$ cat src/design/serial_link_params.svh
// offsets, field positions, reset values and codes of the serial link register slice
`ifndef SERIAL_LINK_PARAMS_SVH
`define SERIAL_LINK_PARAMS_SVH

// register indices; byte address is four times the index
`define SLR_IDENT_IDX 10'h206
`define SLR_COMMA_IDX 10'h207
`define SLR_STATUS_IDX 10'h208
`define SLR_IRQ_MASK_IDX 10'h280
`define SLR_CTRL_IDX 10'h281
`define SLR_ADDR(idx) {(idx), 2'b00}

// reset values
`define SLR_IDENT_RST 8'h00
`define SLR_COMMA_RST 8'h00
`define SLR_MASK_RST 8'h00
`define SLR_CTRL_RST 8'h00

// status field positions
`define SLR_ST_LINK_UP 6
`define SLR_ST_SYNC 5
`define SLR_ST_REALIGNED 4
`define SLR_ST_LMFC_PHASE_SET_FLAG 3
`define SLR_ST_SPLL 2
`define SLR_ST_CPLL 0

// control field positions
`define SLR_CTL_ENABLE 0
`define SLR_CTL_64B66B 1

// comma select codes and the control characters they pick
`define SLR_SEL_K28_7 2'h0
`define SLR_SEL_K28_1 2'h1
`define SLR_SEL_K28_5 2'h2
`define SLR_K28_7 8'hfc
`define SLR_K28_1 8'h3c
`define SLR_K28_5 8'hbc

// initial lane alignment multiframe that carries the identifier
`define SLR_ILA_DID_MF 2'h1
`define SLR_SYNC_STAGES 2

`endif

$ cat src/design/serial_link_pkg.sv
// shared types of the serial link register slice
package serial_link_pkg;
    typedef logic [7:0] reg_byte_t;
    typedef logic [1:0] comma_sel_t;
    typedef logic [1:0] ila_mf_t;
endpackage : serial_link_pkg

$ cat src/design/serial_link_param_status_regs.sv
// identifier, frame-end comma and status registers of a serial transmit link
//
// Behaviour
// - the identifier register value is sent in the second multiframe of lane alignment.
// - comma select 0/1/2 picks K28.7/K28.1/K28.5 as end-of-frame, 3 is reserved.
// - the comma replaces frame-end data only when the encoder says it may.
// - comma select sets eof_comma in every mode; the comma is inserted in 8B/10B mode only, never in 64B/66B mode.
// - status bit 6 reads 1 while the link is up.
// - status bit 5 reads the sync level: 0 asserted, 1 released.
// - status bit 4 sets on a sysref phase shift and holds until a 1 is written.
// - status bit 3 sets on the first sysref after enable and clears on a written 1.
// - status bit 2 reads the serializer pll lock.
// - status bit 0 reads the sampling pll lock.
`include "serial_link_params.svh"

module serial_link_param_status_regs #(
    parameter int ADDR_W = 12
) (
    // clock, reset, enable
    input wire logic pclk,
    input wire logic presetn,
    input wire logic pclken,
    // apb slave
    input wire logic psel,
    input wire logic penable,
    input wire logic pwrite,
    input wire logic [ADDR_W-1:0] paddr,
    input wire logic [31:0] pwdata,
    output logic [31:0] prdata,
    output logic pready,
    output logic pslverr,
    // asynchronous pins
    input wire logic sync_n,
    input wire logic serializer_pll_lock,
    input wire logic sampling_pll_lock,
    // link encoder, same clock
    input wire logic link_up,
    input wire logic sysref_event,
    input wire logic sysref_phase_shift,
    input wire logic frame_end,
    input wire logic frame_end_insert_ok,
    input wire logic ila_active,
    input wire serial_link_pkg::ila_mf_t ila_mf,
    // to the link encoder
    output logic link_enable,
    output logic mode_64b66b,
    output serial_link_pkg::reg_byte_t ila_did,
    output logic ila_did_valid,
    output serial_link_pkg::reg_byte_t eof_comma,
    output logic eof_comma_insert,
    // interrupt
    output logic irq
);

    serial_link_pkg::reg_byte_t ident;
    serial_link_pkg::reg_byte_t comma_sel;
    serial_link_pkg::reg_byte_t mask;
    logic realigned;
    logic lmfc_phase_set_flag;
    logic align_armed;
    logic enable_q;
    logic [2:0] sync_meta;
    logic [2:0] sync_s;
    logic acc;
    logic wr_go;
    logic [9:0] idx;
    logic hit_ident, hit_comma, hit_status, hit_mask, hit_ctrl;
    serial_link_pkg::reg_byte_t status;
    serial_link_pkg::reg_byte_t next_rdata;
    serial_link_pkg::reg_byte_t next_comma;
    logic [1:0] sticky;

    // decode; word index is the address without its byte lanes
    // only the index is compared, so a byte offset inside a word aliases that word
    assign idx = paddr[11:2];
    assign hit_ident = idx == `SLR_IDENT_IDX;
    assign hit_comma = idx == `SLR_COMMA_IDX;
    assign hit_status = idx == `SLR_STATUS_IDX;
    assign hit_mask = idx == `SLR_IRQ_MASK_IDX;
    assign hit_ctrl = idx == `SLR_CTRL_IDX;
    assign acc = pclken && psel && penable && !pready;
    assign wr_go = pclken && psel && penable && pready && pwrite;

    // two-flop synchronisers for the pins; nothing reads the first stage
    // stages reset low, so a lock or a released sync reads 0 for two edges after reset
    genvar g;
    generate
        for (g = 0; g < 3; g++) begin : g_sync
            always_ff @(posedge pclk or negedge presetn) begin
                if (!presetn) begin
                    sync_meta[g] <= 1'b0;
                    sync_s[g] <= 1'b0;
                end else if (pclken) begin
                    sync_meta[g] <= (g == 0) ? sync_n :
                        (g == 1) ? serializer_pll_lock : sampling_pll_lock;
                    sync_s[g] <= sync_meta[g];
                end
            end
        end
    endgenerate

    // status view; reserved bits tied low, live bits straight from state
    always_comb begin
        status = 8'h00;
        status[`SLR_ST_LINK_UP] = link_up;
        status[`SLR_ST_SYNC] = sync_s[0];
        status[`SLR_ST_REALIGNED] = realigned;
        status[`SLR_ST_LMFC_PHASE_SET_FLAG] = lmfc_phase_set_flag;
        status[`SLR_ST_SPLL] = sync_s[1];
        status[`SLR_ST_CPLL] = sync_s[2];
    end

    // read mux
    always_comb begin
        next_rdata = 8'h00;
        if (hit_ident) begin
            next_rdata = ident;
        end else if (hit_comma) begin
            next_rdata = comma_sel;
        end else if (hit_status) begin
            next_rdata = status;
        end else if (hit_mask) begin
            next_rdata = mask;
        end else if (hit_ctrl) begin
            next_rdata = {6'h00, mode_64b66b, link_enable};
        end
    end

    // apb answer: one wait state, then pready for a single cycle
    // pready only moves on enabled edges, so pclken low stretches the access
    always_ff @(posedge pclk or negedge presetn) begin
        if (!presetn) begin
            pready <= 1'b0;
            prdata <= 32'h0000_0000;
            pslverr <= 1'b0;
        end else if (pclken) begin
            pready <= acc;
            if (acc) begin
                prdata <= pwrite ? 32'h0000_0000 : {24'h00_0000, next_rdata};
                pslverr <= !(hit_ident || hit_comma || hit_status || hit_mask || hit_ctrl);
            end
        end
    end

    // configuration registers; written whole, upper comma bits kept as written
    always_ff @(posedge pclk or negedge presetn) begin
        if (!presetn) begin
            ident <= `SLR_IDENT_RST;
            comma_sel <= `SLR_COMMA_RST;
            mask <= `SLR_MASK_RST;
            link_enable <= 1'b0;
            mode_64b66b <= 1'b0;
        end else if (wr_go) begin
            if (hit_ident) begin
                ident <= pwdata[7:0];
            end
            if (hit_comma) begin
                comma_sel <= pwdata[7:0];
            end
            if (hit_mask) begin
                mask <= pwdata[7:0];
            end
            if (hit_ctrl) begin
                link_enable <= pwdata[`SLR_CTL_ENABLE];
                mode_64b66b <= pwdata[`SLR_CTL_64B66B];
            end
        end
    end

    // enable edge arms the lmfc phase flag for the next sysref
    always_ff @(posedge pclk or negedge presetn) begin
        if (!presetn) begin
            enable_q <= 1'b0;
            align_armed <= 1'b0;
        end else if (pclken) begin
            enable_q <= link_enable;
            if (link_enable && !enable_q) begin
                align_armed <= 1'b1;
            end else if (sysref_event || !link_enable) begin
                align_armed <= 1'b0;
            end
        end
    end

    // sticky flags: an event in the clearing cycle wins over the clear
    always_ff @(posedge pclk or negedge presetn) begin
        if (!presetn) begin
            realigned <= 1'b0;
            lmfc_phase_set_flag <= 1'b0;
        end else if (pclken) begin
            if (sysref_phase_shift) begin
                realigned <= 1'b1;
            end else if (wr_go && hit_status && pwdata[`SLR_ST_REALIGNED]) begin
                realigned <= 1'b0;
            end
            if (sysref_event && align_armed) begin
                lmfc_phase_set_flag <= 1'b1;
            end else if (wr_go && hit_status && pwdata[`SLR_ST_LMFC_PHASE_SET_FLAG]) begin
                lmfc_phase_set_flag <= 1'b0;
            end
        end
    end

    // comma character lookup; reserved code falls back to the default
    always_comb begin
        unique case (comma_sel[1:0])
            `SLR_SEL_K28_1: next_comma = `SLR_K28_1;
            `SLR_SEL_K28_5: next_comma = `SLR_K28_5;
            default: next_comma = `SLR_K28_7;
        endcase
    end

    // link-side outputs, all registered
    always_ff @(posedge pclk or negedge presetn) begin
        if (!presetn) begin
            ila_did <= 8'h00;
            ila_did_valid <= 1'b0;
            eof_comma <= `SLR_K28_7;
            eof_comma_insert <= 1'b0;
        end else if (pclken) begin
            ila_did_valid <= link_enable && ila_active && ila_mf == `SLR_ILA_DID_MF;
            ila_did <= ident;
            eof_comma <= next_comma;
            // only where the encoder has room, and never in 64b66b
            eof_comma_insert <= link_enable && !mode_64b66b &&
                frame_end && frame_end_insert_ok;
        end
    end

    // level interrupt from unmasked sticky flags
    assign sticky = {realigned, lmfc_phase_set_flag};
    always_ff @(posedge pclk or negedge presetn) begin
        if (!presetn) begin
            irq <= 1'b0;
        end else if (pclken) begin
            irq <= |(sticky & {mask[`SLR_ST_REALIGNED], mask[`SLR_ST_LMFC_PHASE_SET_FLAG]});
        end
    end
endmodule : serial_link_param_status_regs

$ cat config.mk
export PLATFORM = sky130hd
export DESIGN_NAME = serial_link_param_status_regs
export DESIGN_NICKNAME = d
export VERILOG_FILES = /design/src/design/serial_link_pkg.sv /design/src/design/serial_link_param_status_regs.sv
export VERILOG_INCLUDE_DIRS = /design/src /design/src/design
export SDC_FILE = /design/constraint.sdc
export NUM_CORES = 1
export LEC_CHECK = 0
export ABC_CLOCK_PERIOD_IN_PS = 2600
export BUFFER_PORTS_ARGS = -buffer_cell sky130_fd_sc_hd__buf_2
export CAP_MARGIN = 20
export CORE_UTILIZATION = 52
export DETAILED_ROUTE_END_ITERATION = 10
export PLACE_DENSITY = 0.85
export SLEW_MARGIN = 40
export SYNTH_ARGS = -nofsm -noshare
export SYNTH_HDL_FRONTEND = slang
export SYNTH_SLANG_ARGS = --single-unit
$ cat constraint.sdc
create_clock -name pclk -period 2.6 [get_ports pclk]
set_input_delay 0.52 -clock pclk [delete_from_list [all_inputs] [get_ports pclk]]
set_output_delay 0.52 -clock pclk [all_outputs]
set_load 0.02 [all_outputs]
Word-level counts from Yosys, hierarchy flattened
Cells that the tools add are included.
W data, S select, Z words.
{ "classes": {"bitwise_logic": 1, "n_mux": 13, "n_eq_ne": 8, "reduce_logical": 37} }
{ "ops": {"columns": ["operator", "count"], "rows": [
  ["$eq A10 B10 Y1 const B", 5],
  ["$mux W8", 5],
  ["$pmux W8 S2", 1],
  ["$reduce_and A2 Y1", 8],
  ["$logic_and A1 B1 Y1", 15],
  ["$mux W1", 6],
  ["$reduce_bool A2 Y1", 3],
  ["$logic_not A1 Y1", 5],
  ["$logic_or A1 B1 Y1", 5],
  ["$eq A2 B1 Y1 const B", 2],
  ["$and A2 B2 Y2", 1],
  ["$eq A2 B2 Y1 const B", 1],
  ["$mux W2", 1],
  ["$reduce_or A2 Y1", 1]
]} }
{ "word_totals": {"out_inout_bits": 55, "inputBits": 61, "elab_cells": 82, "reg_bits": 89} }

Depth between registers and ports, before layout
Gate-level depths: netlist of the first run.
{ "depth": {"ltp_word": 8, "ltp_mapped": 6, "mapped_depth_nobuf": 4} }

Worst setup path before layout of the first run
Ideal clock, no wire load.
{ "synth_timing": {"path_type": "input port to flip-flop", "startpoint": "input paddr[10]", "endpoint": "register comma_sel[0]", "n_path_buf": 1, "arrival_ns": 1.967, "path_slack_ns": 0.508, "required_time_ns": 2.475, "stages": 5, "cell_sequence": "or4b_1 buf_6 nor3_4 nand4_4 mux2_2"} }
{ "synth_via": {"elab_chain_len": 2} }
{ "synth_rtl": {"columns": ["item", "line", "text"], "rows": [
  ["from (decl)", "serial_link_param_status_regs.sv:27", "input wire logic [ADDR_W-1:0] paddr,"],
  ["$eq A10 B10 Y1 (no line)", null, null],
  ["$reduce_and A2 Y1 (no line)", null, null],
  ["to (signal assigned)", "serial_link_param_status_regs.sv:149", "comma_sel <= `SLR_COMMA_RST;"],
  ["to (signal assigned)", "serial_link_param_status_regs.sv:158", "comma_sel <= pwdata[7:0];"],
  ["to (decl)", "serial_link_param_status_regs.sv:56", "serial_link_pkg::reg_byte_t comma_sel;"]
]} }
Every way passes these cells.
A chain may end at the register's enable or synchronous reset.

Worst setup path after layout of the first run
{ "layout_timing": {"startpoint": "input paddr[10]", "endpoint": "register ident[0]"} }
{ "layout_via": {"elab_chain_len": 2} }
{ "layout_rtl": {"columns": ["item", "line", "text"], "rows": [
  ["$eq A10 B10 Y1 (no line)", null, null],
  ["$reduce_and A2 Y1 (no line)", null, null],
  ["to (signal assigned)", "serial_link_param_status_regs.sv:148", "ident <= `SLR_IDENT_RST;"],
  ["to (signal assigned)", "serial_link_param_status_regs.sv:155", "ident <= pwdata[7:0];"],
  ["to (decl)", "serial_link_param_status_regs.sv:55", "serial_link_pkg::reg_byte_t ident;"]
]} }
Every way passes these cells.

==> qor.txt, run 1 <==
H-tree Lvls - 3
Slew at the pin with the worst max-slew slack - 0.6528 ns
Area share of the largest cell type after synthesis - 48.66%
Worst VDD drop - 0.3998 mV
Final non-filler cell total - 388
Final clock skew - 0.007039 ns
Syn_area_per_cell - 11.92 sq um
Final worst slack - 0.5526 ns
Drt first pass iters - 4
Crit path arrival time - 2.27 ns
Final period utilization - 78.74%
Highest Clock Rate - 0.4884 GHz
Num CTS Buffers - 9
CTS max path bufs - 2
Std-Cell Rows - 26
Status - finished, final reports clean
DR WL/cell - 15.60 um
Cell Chain, Critical Path - buf_2 > or4b_1 > nor4_4 > nand2_2 > mux2_2
Starting DRT DRC Count - 102
Drt via density - 5.260
Pre-CTS setup slack - 0.2242 ns
Cell variety after synth - 43
Die span in x - 77.09 um
Max-slew headroom at the worst pin - 56.32%
Global placer's final weighted congestion - 0.8282
Clock power share - 38.4%
Hold Crit Class - input port to flip-flop
Initial antenna violation count - 0
Gr ovfl total - 0
CTS tree - built
Final wirelength - 6.052 mm
Syn Inst Count - 246
Post-synth ARST share - 100.0%
Post-synth EDFFs - 0
DRC viols - 0
Switching share of total power - 25.98%
DRT antenna net count - 0
Final Hold Violating Endpoints - 0
Post-layout net count - 376
Core ar. - 0.005270 sq mm
CP Class - input port to flip-flop
Max incr delay on CP - 0.74 ns
Crit-path max FO - 8
Main area contributors after synthesis - dfrtp_1 (49%), mux2_2 (16%), buf_4 (7.7%)
Sequential share of power - 51.8%
DPL Wire Length - 4.286 mm
Number of global-route vias before repair - 2082
Share of cells above drive strength 1 - 41.51%
Most frequent cell after synthesis - dfrtp_1
Type of origin of the critical path - input port
Post-Syn Area - 0.002932 sq mm
ANT cells - 0
Area leader, netlist - dfrtp_1
Total Routing Usage GR - 22.86%
Setup tns final - 0 ns
Most used DFF post-synth - dfrtp_1
PD cells - 541.4 mW/mm^2
Max cap viols - 0
Internal power - 1.356 mW
Req. time, crit path - 2.83 ns
TritonCTS Sinks - 59
Die area - 0.005942 sq mm
Clk pin slew, worst setup/hold paths - 0.06 ns
RSZ-0062 raised after global routing - no
Final Setup Violations - 0
Largest net degree at the start of global routing - 30
Most common library cells after synthesis - dfrtp_1 (57), mux2_2 (41), buf_4 (30)
Switch Pwr - 0.4759 mW
Period minus WS final - 2.047 ns
Placed insts - 372
Total Power - 1.832 mW
Register bit total from synthesis - 59
Crit path capture type - flip-flop
Starting density of the core - 55.63%
Core Util, Final - 64.20%
Leak - 1.730 nW
Slowest CP cell - or4b_1
Sequential fraction of the synthesis area - 50.45%
Vias - 2041
CTS root buffer - clkbuf_8
Port bufs - 59
First-pass GRT wire length - 10.26 mm
Final max-slew violation count - 0
Clock latency on the worst-skew pair - 0.34 ns
DIE HEIGHT - 77.09 um
Combinational share of power - 9.8%
Yosys warning count - 0
Area Growth Syn to Fin - 15.41%
IO Pins - 116
-- layer usage --
metal	wire length (um)	global-route usage [%]	share of wire [%]	vias up
li1	-	-	-	957
met1	2846	30.20	47	996
met2	2762	35.45	46	75
met3	302	5.476	5.0	13
met4	141	10.94	2.3	0
met5	0	0	0	-
-- kinds of logic after synthesis --
group	count (synthesis)	synth area share (%)
DFF	59	50.45
and+or+nand+nor	51	12.29
buffers and inverters	46	10.12
AOI/OAI and AO/OA	44	10.03
muxes	43	16.43
other	2	0.2562
adders and majority gates	1	0.4267
-- sequential cells by signal, summed over array words and instances (netlist names) --
register and count:
sync_meta 3, align_armed 1, prdata 8, ident 8
ila_did 8, link_enable 1, irq 1, mask 8
mode_64b66b 1, eof_comma_insert 1, pslverr 1, eof_comma 2
pready 1, status 3, realigned 1, lmfc_phase_set_flag 1
enable_q 1, ila_did_valid 1, comma_sel 8
-- path summary, 6_finish.rpt --
check,from,to,cells after the start,slack (ns)
min reg2reg,pslverr,pslverr,2,0.48
max reg2reg,pready,prdata[0],5,0.78
max in group asynchronous,presetn,eof_comma[7],3,1.52
min in group asynchronous,presetn,sync_meta[0],2,0.50
max,paddr[10],ident[0],5,0.55
min,frame_end_insert_ok,eof_comma_insert,2,0.39
-- layout by cell type (no fill, tap or decap), types with 6 or more instances in the layout --
cell type   n
conb_1     30
a22o_1      8
o21ai_0    19
nand2_1    14
a22oi_1     7
mux2_2     41
buf_4       9
clkbuf_8   10
buf_2      59
inv_1       6
nand2b_1    7
dfrtp_1    57
-- layout make-up --
class                   instances  area [sq um]
repair buffers                 69         372.9
fillers                       430          1887
clock inverters                 3         15.01
inverters                       6         22.52
multi-input cells             169          1261
flip-flops and latches         59          1479
clock buffers                  12         145.1
well taps                      70         87.58
-- power by group through the flow --
stage | registers, mW | clock network (mW) | logic, mW
floorplan | 0.972 | 0 | 0.132
global placement | 0.965 | 0 | 0.174
detailed placement | 0.966 | 0 | 0.179
CTS | 0.949 | 0.713 | 0.181
global route | 0.951 | 0.753 | 0.198
finish | 0.949 | 0.703 | 0.179
-- critical path, delay by kind of cell --
family                 cells  cell delay (ns)
muxes                      1             0.35
buffers and inverters      1             0.10
and+or+nand+nor            3             1.30
-- metrics by stage --
| step | area [sq um] | hold slack [ns] |
|---|---|---|
| floorplan | 3037 | 0.2244 |
| global placement | 3213 | 0.3199 |
| detailed placement | 3213 | 0.3202 |
| CTS | 3383 | 0.3895 |
| global route | 3383 | 0.4023 |
| finish | 3383 | 0.3931 |
-- what timing repair did --
action	CTS	global route
hold endpoints to repair	2	0
setup buffers	0	0
resized for setup	0	0
hold buffers	1	0
Power figures use the tool's default switching activity.
==> run 2, diff against run 1 <==
--- a/config.mk
+++ b/config.mk
@@ -6,12 +6,12 @@
 export SDC_FILE = /design/constraint.sdc
 export NUM_CORES = 1
 export LEC_CHECK = 0
-export ABC_CLOCK_PERIOD_IN_PS = 2600
+export ABC_CLOCK_PERIOD_IN_PS = 1700
 export BUFFER_PORTS_ARGS = -buffer_cell sky130_fd_sc_hd__buf_2
 export CAP_MARGIN = 20
-export CORE_UTILIZATION = 52
+export CORE_UTILIZATION = 44
 export DETAILED_ROUTE_END_ITERATION = 10
-export PLACE_DENSITY = 0.85
+export PLACE_DENSITY = 0.76
 export SLEW_MARGIN = 40
 export SYNTH_ARGS = -nofsm -noshare
 export SYNTH_HDL_FRONTEND = slang
==> constraint.sdc (replaced) <==
create_clock -name pclk -period 1.7 [get_ports pclk]
set_input_delay 0.34 -clock pclk [delete_from_list [all_inputs] [get_ports pclk]]
set_output_delay 0.34 -clock pclk [all_outputs]
set_load 0.02 [all_outputs]
==> run 2 against run 1 <==
Final cell count grew 5.7%. Flip-flop and latch count is the same. Count of clock-buffer cells in the layout grew 1. Sequential share of layout area shrank 2.0 points. Via count grew 4.3%. Sequential power grew 53%. Clock power grew 54%. Non-clock buffer count grew 14. Clock skew shrank 0.0012 ns. Critical path depth is the same. Worst hold slack lost 0.16 ns. Core utilization shrank 8.6 points. Critical path type unchanged. Highest routed layer unchanged.
==> qor.txt, run 2 (synthesis results as in run 1) <==
Status - finished, final reports clean
Die area - 0.006993 sq mm (+18%)
Total Routing Usage GR - 20.08% (-2.8 points)
Final Hold Violating Endpoints - 0 (unchanged)
TritonCTS Sinks - 59 (unchanged)
Setup tns final - 0 ns (unchanged)
Final period utilization - 95.85%
Hold Startpoint - frame_end_insert_ok
Met2 usage - 33.19% (-2.3 points)
Post-layout net count - 390 (+3.7%)
ANT cells - 0 (unchanged)
CTS tree - built
Cell area after layout - 0.003550 sq mm (+4.9%)
Gr ovfl total - 0 (unchanged)
Share of cells above drive strength 1 - 44.74% (+3.2 points)
Vias - 2129 (+4.3%)
Drt via density - 5.193 (-1.3%)
Starting DRT DRC Count - 137 (+34%)
Hold EP - eof_comma_insert
Met3 Usage GRT - 5.539% (+0.063 points)
Req. time, crit path - 1.91 ns (-0.92 ns)
Drt first pass iters - 4 (unchanged)
Hold Crit Class - input port to flip-flop
Std-Cell Rows - 29 (+12%)
Type of origin of the critical path - input port
Largest net degree at the start of global routing - 45 (+50%)
Starting density of the core - 45.91% (-9.7 points)
Reg2reg start - pready
First-pass GRT wire length - 10.96 mm (+6.8%)
Depth of the most critical reg-to-reg path - 5 (unchanged)
Clk pin slew, worst setup/hold paths - 0.06 ns (about the same)
Crit path capture type - flip-flop
DPL Wire Length - 4.589 mm (+7.1%)
DRT antenna net count - 0 (unchanged)
Leak - 1.847 nW (+6.8%)
Number of global-route vias before repair - 2224 (+6.8%)
Core Util, Final - 55.58% (-8.6 points)
CTS max path bufs - 2 (unchanged)
Num CTS Buffers - 9 (unchanged)
Crit-path max FO - 8 (unchanged)
Max cap viols - 0 (unchanged)
H-tree Lvls - 3 (unchanged)
Area Growth Syn to Fin - 21.08%
IO Pins - 116 (unchanged)
Met1 usage - 25.37% (-4.8 points)
DIE HEIGHT - 83.63 um (+8.5%)
Final Setup Violations - 0 (unchanged)
CTS root buffer - clkbuf_8
Period minus WS final - 1.629 ns
Placed insts - 392 (+5.4%)
DR WL/cell - 15.90 um (+1.9%)
Most frequent cells in the layout - buf_2 (59), dfrtp_1 (57), mux2_2 (40)
DP Area - 0.003348 sq mm (+4.2%)
PD cells - 799.4 mW/mm^2 (+48%)
Hold Path Stages - 2 (unchanged)
Commonest non-fill, non-tap cell in the layout - buf_2
Final wirelength - 6.517 mm (+7.7%)
Port bufs - 59 (unchanged)
DRC viols - 0 (unchanged)
Highest Clock Rate - 0.6137 GHz
Core ar. - 0.006386 sq mm (+21%)
Initial antenna violation count - 0 (unchanged)
Fin Hold WS - 0.2292 ns (-0.1639 ns)
RSZ-0062 raised after global routing - no
FF-to-FF setup slack - 0.33 ns (-0.45 ns)
Final max-slew violation count - 0 (unchanged)
RR Endpoint - comma_sel[4]
Final clock skew - 0.005816 ns (-0.001223 ns)
Final non-filler cell total - 410 (+5.7%)
Die span in x - 83.63 um (+8.5%)
Crit path arrival time - 1.84 ns (-0.43 ns)
Grt peak-use layer - met2
Clock latency on the worst-skew pair - 0.33 ns (about the same)
Global placer's final weighted congestion - 0.8409 (+1.5%)
Worst VDD drop - 0.5928 mV (+48%)
CP Class - input port to flip-flop
[run 2: cell types whose count changed in the layout (fill, tap and decap cells not counted)]
cell      before  now
nor4_2         0    1
nand2_2        2    0
nor4b_2        1    0
nand2_4        0    2
mux2_4         0    1
nor4_1         1    0
clkbuf_1       2    3
buf_12         0    1
mux2_2        41   40
buf_4          9   22
nor4b_4        0    1
or4b_4         0    2
or4b_1         2    0
[run 2: cell type report]
class | instances | area, sq um
Multi-Input combinational cell | 169 | 1297
Tap cell | 77 | 96.34
Fill cell | 572 | 2836
Clock inverter | 3 | 15.01
Clock buffer | 13 | 148.9
Sequential cell | 59 | 1479
Inverter | 6 | 22.52
Timing Repair Buffer | 83 | 490.5
[run 2: where the power goes]
group          total, mW  internal, mW  switching [mW]
registers           1.45          1.44          0.0169
logic              0.301         0.102           0.199
clock network       1.08         0.562           0.522
[run 2: routing by layer]
layer	part of all wire [%]	vias to the layer above
li1	-	987
met1	43	1056
met2	50	80
met3	5.4	6
met4	0.75	0
met5	0	-
[run 2: per-stage QoR]
| step | worst slack [ns] | power (mW) |
|---|---|---|
| 2_1_floorplan | -0.1972 | 1.692 |
| 3_3_place_gp | -0.3366 | 1.768 |
| 4_1_cts | 0.0008664 | 2.870 |
| 3_5_place_dp | -0.3609 | 1.778 |
| 5_1_grt | 0.004272 | 2.961 |
| 6_report | 0.07053 | 2.838 |
[run 2: worst max path at each step]
stage                   start  endpoint  cells past startpoint
floorplan           paddr[10]   mask[1]                      5
global placement    paddr[10]  ident[4]                      5
detailed placement  paddr[10]  ident[7]                      5
CTS                 paddr[10]   mask[1]                      5
global route         paddr[5]   mask[1]                      5
finish               paddr[4]  ident[2]                      5
[run 2: critical path, stage by stage]
cell and delay, ns:
buf_2 0.13, or4bb_1 0.57, nor4_4 0.32, nand2_4 0.18
mux2_2 0.30
[run 2: repair_timing]
action                                  CTS  global route
setup buffers                             0             1
endpoints found under the setup margin    4            17
pin swaps                                 0             3
resized for setup                         2             2
hold buffers                              1             0
cloned                                    0             0
hold endpoints to repair                 15             0
